[src/core/mba_pkg.sv]
/*
  package of the modulo and bit-reversed address generator: register map,
  control field positions, reset values, addressing modes and the request and
  answer carriers. assumes a 32-bit classic wishbone with byte addressing.
*/
package mba_pkg;
  // register byte offsets
  localparam logic [7:0] MBA_OFS_CTRL = 8'h00;
  localparam logic [7:0] MBA_OFS_XSTART = 8'h04;
  localparam logic [7:0] MBA_OFS_XEND = 8'h08;
  localparam logic [7:0] MBA_OFS_YSTART = 8'h0c;
  localparam logic [7:0] MBA_OFS_YEND = 8'h10;
  localparam logic [7:0] MBA_OFS_BITREV = 8'h14;
  localparam logic [7:0] MBA_OFS_STATUS = 8'h18;
  // addr_mode_control fields
  localparam int MBA_XEN_BIT = 15;
  localparam int MBA_YEN_BIT = 14;
  localparam int MBA_BSEL_LSB = 8;
  localparam int MBA_YSEL_LSB = 4;
  localparam int MBA_XSEL_LSB = 0;
  localparam logic [15:0] MBA_CTRL_WMASK = 16'hcfff;
  // bitrev_control fields
  localparam int MBA_BITREV_ENABLE_BIT = 15;
  localparam logic [3:0] MBA_SEL_OFF = 4'hf;
  // reset values
  localparam logic [15:0] MBA_RST_CTRL = 16'h0000;
  localparam logic [15:0] MBA_RST_ADDR = 16'h0000;
  localparam logic [15:0] MBA_RST_BITREV = 16'h0000;
  // generator indices
  localparam int MBA_GEN_XR = 0;
  localparam int MBA_GEN_XW = 1;
  localparam int MBA_GEN_Y = 2;
  localparam int MBA_NGEN = 3;

  typedef enum logic [3:0] {
    MBA_MODE_INDIRECT = 4'b0001,
    MBA_MODE_POST = 4'b0010,
    MBA_MODE_PRE = 4'b0100,
    MBA_MODE_OFFSET = 4'b1000
  } mba_mode_t;

  typedef struct packed {
    logic valid;
    mba_mode_t mode;
    logic [3:0] reg_sel;
    logic [15:0] ptr;
    logic [15:0] offset;
    logic byte_op;
  } mba_req_t;

  typedef struct packed {
    logic valid;
    logic [15:0] effective_address;
    logic [15:0] new_ptr;
    logic circ_hit;
    logic bitrev_hit;
  } mba_rsp_t;
endpackage

[src/core/mba_agu.sv]
/*
  modulo (circular buffer) effective-address adjustment for the x read, x write and
  y address generators and bit-reversed pointer update for the x write one, with its control registers on
  a classic wishbone slave. assumes the decoder presents the pointer value,
  its register index, addressing mode and signed modify amount each cycle;
  the adjusted address and pointer follow one clock later.
*/
// The register offsets and the Wishbone interface to the registers are this design's own decisions.
`timescale 1ns/1ps
`default_nettype none
module mba_agu (
  // clock and reset
  input wire logic clk_i,
  input wire logic rst_i,
  // wishbone slave
  input wire logic wb_cyc_i,
  input wire logic wb_stb_i,
  input wire logic wb_we_i,
  input wire logic [7:0] wb_adr_i,
  input wire logic [3:0] wb_sel_i,
  input wire logic [31:0] wb_dat_i,
  output logic [31:0] wb_dat_o,
  output logic wb_ack_o,
  // generator requests and answers, index 0 x read, 1 x write, 2 y
  input wire mba_pkg::mba_req_t [2:0] req_i,
  output mba_pkg::mba_rsp_t [2:0] rsp_o
);
  import mba_pkg::*;

  logic [15:0] ctrl_reg;
  logic [15:0] xstart_reg;
  logic [15:0] xend_reg;
  logic [15:0] ystart_reg;
  logic [15:0] yend_reg;
  logic [15:0] bitrev_reg;
  logic [15:0] last_xw_reg;
  logic ack_reg;
  logic [31:0] rdat_reg;
  mba_rsp_t [2:0] rsp_reg;

  // circular correction; sum is the signed 18-bit pointer plus modifier
  function automatic logic [15:0] mba_circ_fix(input logic signed [17:0] sum,
      input logic [15:0] lo, input logic [15:0] hi);
    logic [17:0] lo_x;
    logic [17:0] hi_x;
    logic [17:0] len;
    logic [17:0] diff;
    logic bidir;
    logic dec;
    logic [17:0] res;
    logic [17:0] span;
    lo_x = {2'b00, lo};
    hi_x = {2'b00, hi};
    len = hi_x - lo_x + 18'h00001;
    // alignment is judged on the next power of two, not on the length itself
    span = len - 18'h00001;
    span = span | (span >> 1);
    span = span | (span >> 2);
    span = span | (span >> 4);
    span = span | (span >> 8);
    span = span | (span >> 16);
    diff = 18'h00000;
    dec = 1'b0;
    res = sum;
    bidir = ((len & (len - 18'h00001)) == 18'h00000) &&
            ((lo_x & (len - 18'h00001)) == 18'h00000);
    if (hi_x >= lo_x) begin
      // direction follows the incrementing/decrementing alignment of the buffer
      dec = (lo[0] != 1'b0) || ((lo_x & span) != 18'h00000);
      if ((!dec || bidir) && (sum > $signed(hi_x))) begin
        diff = 18'(sum - $signed(lo_x));
        res = lo_x + (diff % len);
      end
      if ((dec || bidir) && (sum < $signed(lo_x))) begin
        diff = 18'($signed(hi_x) - sum);
        res = hi_x - (diff % len);
      end
    end
    return res[15:0];
  endfunction

  function automatic logic [14:0] mba_rev15(input logic [14:0] v);
    logic [14:0] r;
    r = 15'h0000;
    for (int i = 0; i < 15; i++) begin
      r[i] = v[14 - i];
    end
    return r;
  endfunction

  // control fields
  wire logic x_circ_enable = ctrl_reg[MBA_XEN_BIT];
  wire logic y_circ_enable = ctrl_reg[MBA_YEN_BIT];
  wire logic [3:0] bitrev_pointer_select = ctrl_reg[MBA_BSEL_LSB +: 4];
  wire logic [3:0] y_circ_pointer_select = ctrl_reg[MBA_YSEL_LSB +: 4];
  wire logic [3:0] x_circ_pointer_select = ctrl_reg[MBA_XSEL_LSB +: 4];
  wire logic bitrev_enable = bitrev_reg[MBA_BITREV_ENABLE_BIT];
  wire logic [14:0] bitrev_pivot_modifier = bitrev_reg[14:0];

  // wishbone decode
  wire logic wb_req = wb_cyc_i && wb_stb_i;
  wire logic wb_wr = wb_req && wb_we_i && ack_reg;
  wire logic [15:0] wb_wmask = {{8{wb_sel_i[1]}}, {8{wb_sel_i[0]}}};
  wire logic hit_ctrl = wb_adr_i == MBA_OFS_CTRL;
  wire logic hit_xstart = wb_adr_i == MBA_OFS_XSTART;
  wire logic hit_xend = wb_adr_i == MBA_OFS_XEND;
  wire logic hit_ystart = wb_adr_i == MBA_OFS_YSTART;
  wire logic hit_yend = wb_adr_i == MBA_OFS_YEND;
  wire logic hit_bitrev = wb_adr_i == MBA_OFS_BITREV;
  wire logic hit_status = wb_adr_i == MBA_OFS_STATUS;
  wire logic [15:0] rd_mux =
      hit_ctrl ? ctrl_reg :
      hit_xstart ? xstart_reg :
      hit_xend ? xend_reg :
      hit_ystart ? ystart_reg :
      hit_yend ? yend_reg :
      hit_bitrev ? bitrev_reg :
      hit_status ? last_xw_reg : 16'h0000;

  function automatic logic [15:0] mba_merge(input logic [15:0] old,
      input logic [15:0] nw, input logic [15:0] m);
    return (old & ~m) | (nw & m);
  endfunction

  wire logic [15:0] ctrl_next = mba_merge(ctrl_reg, wb_dat_i[15:0], wb_wmask) &
                                MBA_CTRL_WMASK;
  wire logic ack_next = wb_req && !ack_reg;

  always_ff @(posedge clk_i) begin
    if (rst_i) begin
      ack_reg <= 1'b0;
      rdat_reg <= 32'h00000000;
    end else begin
      ack_reg <= ack_next;
      rdat_reg <= {16'h0000, rd_mux};
    end
  end

  always_ff @(posedge clk_i) begin
    if (rst_i) begin
      ctrl_reg <= MBA_RST_CTRL;
      xstart_reg <= MBA_RST_ADDR;
      xend_reg <= MBA_RST_ADDR;
      ystart_reg <= MBA_RST_ADDR;
      yend_reg <= MBA_RST_ADDR;
      bitrev_reg <= MBA_RST_BITREV;
    end else if (wb_wr) begin
      if (hit_ctrl) begin
        ctrl_reg <= ctrl_next;
      end
      if (hit_xstart) begin
        xstart_reg <= mba_merge(xstart_reg, wb_dat_i[15:0], wb_wmask);
      end
      if (hit_xend) begin
        xend_reg <= mba_merge(xend_reg, wb_dat_i[15:0], wb_wmask);
      end
      if (hit_ystart) begin
        ystart_reg <= mba_merge(ystart_reg, wb_dat_i[15:0], wb_wmask);
      end
      if (hit_yend) begin
        yend_reg <= mba_merge(yend_reg, wb_dat_i[15:0], wb_wmask);
      end
      if (hit_bitrev) begin
        bitrev_reg <= mba_merge(bitrev_reg, wb_dat_i[15:0], wb_wmask);
      end
    end
  end

  assign wb_ack_o = ack_reg;
  assign wb_dat_o = rdat_reg;

  wire mba_rsp_t [2:0] rsp_next;

  for (genvar g = 0; g < MBA_NGEN; g++) begin : gen_unit
    wire logic circ_en = (g == MBA_GEN_Y) ? y_circ_enable : x_circ_enable;
    wire logic [3:0] circ_sel = (g == MBA_GEN_Y) ? y_circ_pointer_select :
                                x_circ_pointer_select;
    wire logic [15:0] lo = (g == MBA_GEN_Y) ? ystart_reg : xstart_reg;
    wire logic [15:0] hi = (g == MBA_GEN_Y) ? yend_reg : xend_reg;
    wire mba_req_t rq = req_i[g];
    wire logic is_pre = rq.mode == MBA_MODE_PRE;
    wire logic is_post = rq.mode == MBA_MODE_POST;
    wire logic is_offset = rq.mode == MBA_MODE_OFFSET;
    wire logic signed [17:0] sum = $signed({2'b00, rq.ptr}) +
                                   $signed({{2{rq.offset[15]}}, rq.offset});
    wire logic bitrev_on = (g == MBA_GEN_XW) && bitrev_enable &&
                           (bitrev_pointer_select != MBA_SEL_OFF) &&
                           (rq.reg_sel == bitrev_pointer_select) && is_post &&
                           !rq.offset[15] && (rq.offset != 16'h0000) && !rq.byte_op;
    wire logic circ_on = circ_en && (circ_sel != MBA_SEL_OFF) &&
                         (rq.reg_sel == circ_sel) && (is_pre || is_post) && !bitrev_on;
    wire logic [15:0] fixed = circ_on ? mba_circ_fix(sum, lo, hi) : sum[15:0];
    wire logic [14:0] rev_word = mba_rev15(mba_rev15(rq.ptr[15:1]) +
                                           mba_rev15(bitrev_pivot_modifier));
    wire logic [15:0] rev_ptr = {rev_word, 1'b0};
    wire logic [15:0] ea_plain = is_pre ? fixed : (is_offset ? sum[15:0] : rq.ptr);
    wire logic [15:0] ptr_plain = (is_pre || is_post) ? fixed : rq.ptr;
    wire logic word_force = (g == MBA_GEN_Y) && circ_on;
    wire logic [15:0] ea_sel = bitrev_on ? {rq.ptr[15:1], 1'b0} : ea_plain;
    wire logic [15:0] ptr_sel = bitrev_on ? rev_ptr : ptr_plain;
    assign rsp_next[g].valid = rq.valid;
    assign rsp_next[g].effective_address = word_force ? {ea_sel[15:1], 1'b0} : ea_sel;
    assign rsp_next[g].new_ptr = word_force ? {ptr_sel[15:1], 1'b0} : ptr_sel;
    assign rsp_next[g].circ_hit = rq.valid && circ_on;
    assign rsp_next[g].bitrev_hit = rq.valid && bitrev_on;
  end

  // answers are registered every clock; the x write address is held until the next x write request so the status read is stable
  always_ff @(posedge clk_i) begin
    if (rst_i) begin
      rsp_reg <= '0;
      last_xw_reg <= MBA_RST_ADDR;
    end else begin
      rsp_reg <= rsp_next;
      if (rsp_next[MBA_GEN_XW].valid) begin
        last_xw_reg <= rsp_next[MBA_GEN_XW].effective_address;
      end
    end
  end

  assign rsp_o = rsp_reg;
endmodule
`default_nettype wire

[config.mk]
export PLATFORM = sky130hd
export DESIGN_NAME = mba_agu
export DESIGN_NICKNAME = d
export VERILOG_FILES = /design/src/core/mba_pkg.sv /design/src/core/mba_agu.sv
export SDC_FILE = /design/constraint.sdc
export NUM_CORES = 2
export LEC_CHECK = 0
export BUFFER_PORTS_ARGS = -buffer_cell sky130_fd_sc_hd__buf_2
export CELL_PAD_IN_SITES_DETAIL_PLACEMENT = 1
export CELL_PAD_IN_SITES_GLOBAL_PLACEMENT = 1
export CORE_MARGIN = 10
export CORE_UTILIZATION = 40
export CTS_CLUSTER_DIAMETER = 100
export DETAILED_ROUTE_END_ITERATION = 8
export HOLD_SLACK_MARGIN = 0.06
export MAX_ROUTING_LAYER = met4
export PLACE_DENSITY = 0.76
export SETUP_SLACK_MARGIN = 0.05
export SYNTH_ARGS = -nofsm -noshare
export SYNTH_HDL_FRONTEND = slang
export SYNTH_SLANG_ARGS = --single-unit
[constraint.sdc]
create_clock -name clk_i -period 84.2 [get_ports clk_i]
set_input_delay 8.42 -clock clk_i [delete_from_list [all_inputs] [get_ports clk_i]]
set_output_delay 8.42 -clock clk_i [all_outputs]
set_load 0.01 [all_outputs]
==> results.md <==
* Final setup skew at just under 20 ps
* First-pass GRT wire length at around 520000 um
* Final setup viols at 0
* Slew Viols, Final at 0
* Fin worst setup slack at ~21000 ps
* Hold Path Sink: wb_ack_o
* Drt pass-1 iters at 5
* Bufs and invs on worst path at 9
* Post-synthesis sequential area ratio at 0.0599
* RSZ-0062 raised after global routing: false
* Crit. End Element: flip-flop
* Core area at 0.191 sq mm
* Layout cells sized above 1 at 0.0865
* Top cells by count, synth: ha_1, nor2_1, nand2_1, a21oi_1, o21ai_0
* Hpwl dp at 283000 um
* Filler instances at 24700
* Clock Latency Late Sink at around 620 ps
* Reg2reg setup slack at 28680 ps
* Synth Instances at roughly 11000
* Slew at the pin closest to its max-slew limit at roughly 1400 ps
* Synth async-reset ratio at 0
* Fmax at about 16 MHz
* Via density at 6.32
* Reg2Reg Capture Point: rsp_o[103]
* Clock Path Buffers at 3
* Final min period at between 60000 and 70000 ps
* Number of distinct library cells after synthesis at 113
* Pin count of the biggest net entering global routing at between 80 and 90
* Worst path top cell family by delay: compound AO/OA/AOI/OAI gates
* Synth warnings at 0
* DP Area at just over 0.08 sq mm
* Vias at between 80000 and 90000
* Number of routed nets with antenna violations at 0
* GR Util All Layers at 0.320
* H-tree depth at 1
* Initial Util at 0.403
* Top cells by area, synth: ha_1, dfxtp_1, nor2_1
* CP Data Arrival Time at roughly 64000 ps
* CTS tree: yes
* Routed WL per cell at approximately 25 um
* Final instance area at roughly 0.083 sq mm
* Post-cts sizing count at 0
* Final Net Count at about 13000
* Die area at around 0.21 sq mm
* Total CTS buffers at 23
* Worst Hold Path Cells at 1
* Most frequent cell after synthesis: ha_1
* Clock Sinks at 230
* # rows at between 150 and 200
* CTS clk-pin slew, worst paths at approximately 80 ps
* Setup TNS at 0 ps
* Die Width at 458 um
* Synth-to-Final Area Change at 7.65%
* Routed WL at between 300000 and 400000 um
* Total grt overflow at 0
* I/O pin total at 313
* Crit path top cell by count: o21a_1
* Max incr delay on CP at approximately 1000 ps
* Final Hold Viols at 0
* Initial antenna violation count at 25
* DRC at 0
* Register area at 0.00460 sq mm
* Multi-input gate area at 0.0688 sq mm
* Pre-CTS WS at between 20000 and 25000 ps
* Final Cycle Share at 0.751
* Syn Area/Cell at 7.02 sq um
* Worst endpoint required time at around 85000 ps
* Slew HR at 0.0344
* Max-Cap Viols at 0
* Yosys top cell by area: ha_1
* Status: completed
* Setup CP Type: in -> reg
* Vias in the first global route at slightly below 90000
* Slowest-stage cell, CP: nor2_1
* Main flop type after synthesis: dfxtp_1
* R2R cell count at 224
* Clk root buf: clkbuf_16
* Min-delay src: wb_ack_o
* Hold_buf cts at 0
* Worst setup SP type: primary input
* IO buf count at between 200 and 300
* Setup repair bufs after CTS at 0
* Max FO, Critical Path at 34
* Iteration-0 DRC Markers at between 5000 and 6000
* Hold WC Path Type: reg -> reg
* Fin util at 0.434
* Die Y at around 460 um
* Yosys top cell area share at 0.222
* EDFF count, synth at 0
* Gp weighted congestion at a little over 1
* Yosys reg bits at 230
* Synth Cell Area at a little under 0.08 sq mm
## per-stage QoR
step,std cells,hold WS [ps]
6_report,13700,457
5_1_grt,13700,501
4_1_cts,13700,457
3_5_place_dp,13600,447
3_3_place_gp,13600,425
2_1_floorplan,11000,446
## worst max-delay path by stage
| stage | startpoint | to | slack, ps | cells past startpoint |
|---|---|---|---|---|
| after global placement | req_i[1] | rsp_o[14] | 23510 | 226 |
| final | req_i[1] | rsp_o[14] | 20980 | 226 |
| after detailed placement | req_i[1] | rsp_o[14] | 21480 | 227 |
| after floorplan | req_i[86] | rsp_o[103] | 30630 | 229 |
| after global routing | req_i[101] | rsp_o[101] | 16470 | 234 |
| after CTS | req_i[1] | rsp_o[14] | 21870 | 226 |
## worst reg2reg max path, delay by kind of cell, from the launching register on
| family | cells | cell delay, ps |
|---|---|---|
| mux | 4 | 1410 |
| xor+xnor | 3 | 840 |
| fa+ha+maj | 20 | 6610 |
| simple gates | 45 | 11560 |
| flops | 1 | 660 |
| compound gates | 142 | 32110 |
| buf+inv | 10 | 2220 |
## area by class of cell
| cell class | count | share of cell area |
|---|---|---|
| Tap cell | 2511 | 0.0380 |
| Inverter | 619 | 0.0281 |
| Clock inverter | 14 | 0.00213 |
| Timing Repair Buffer | 483 | 0.0356 |
| Sequential cell | 230 | 0.0556 |
| Antenna cell | 46 | 0.00139 |
| Multi-Input combinational cell | 9779 | 0.832 |
| Clock buffer | 28 | 0.00742 |
## cell usage in the layout, fill, tap and decap left out, drive strengths merged, types with 25 or more instances in the layout
| master | n |
|---|---|
| nor4 | 89 |
| buf | 483 |
| or4 | 29 |
| mux2i | 184 |
| o21bai | 85 |
| o211ai | 48 |
| o31a | 29 |
| clkbuf | 28 |
| o31ai | 103 |
| or2 | 70 |
| o21a | 457 |
| a21oi | 773 |
| inv | 615 |
| a22oi | 46 |
| dfxtp | 230 |
| or3 | 162 |
| nand2 | 889 |
| nor3 | 551 |
| xor2 | 222 |
| and2 | 72 |
| xnor2 | 459 |
| a211oi | 124 |
| o21ai | 785 |
| ha | 1361 |
| nor2 | 1181 |
| nand4 | 144 |
| nand2b | 136 |
| diode | 46 |
| o22ai | 74 |
| nor2b | 163 |
| mux2 | 224 |
| o2111ai | 33 |
| nand3 | 252 |
| nor3b | 27 |
| a21o | 261 |
| a21boi | 93 |
| a31o | 25 |
| and3 | 90 |
| a31oi | 116 |
## per-layer routing
metal / track usage / vias to the layer above / part of all wire
met1: 0.352 / 42600 / 0.40
met2: 0.536 / 2434 / 0.47
li1: - / 40700 / -
met5: - / - / 0
met4: 0.234 / 0 / 0.087
met3: 0.0361 / 978 / 0.048
## logic make-up (layout without fill, tap and decap cells)
kind of cell,count (synthesis),after routing,share of synthesized area
simple gates,3918,3918,0.244
flops,230,230,0.0599
xor+xnor,682,682,0.0781
buf+inv,951,1144,0.0486
fa+ha+maj,1386,1386,0.228
other cells,1,64,0.0000488
mux,408,408,0.0570
compound gates,3367,3367,0.285
Power is not shown: default switching activity piles up to over one toggle a cycle in this logic, so the estimate is an artifact.
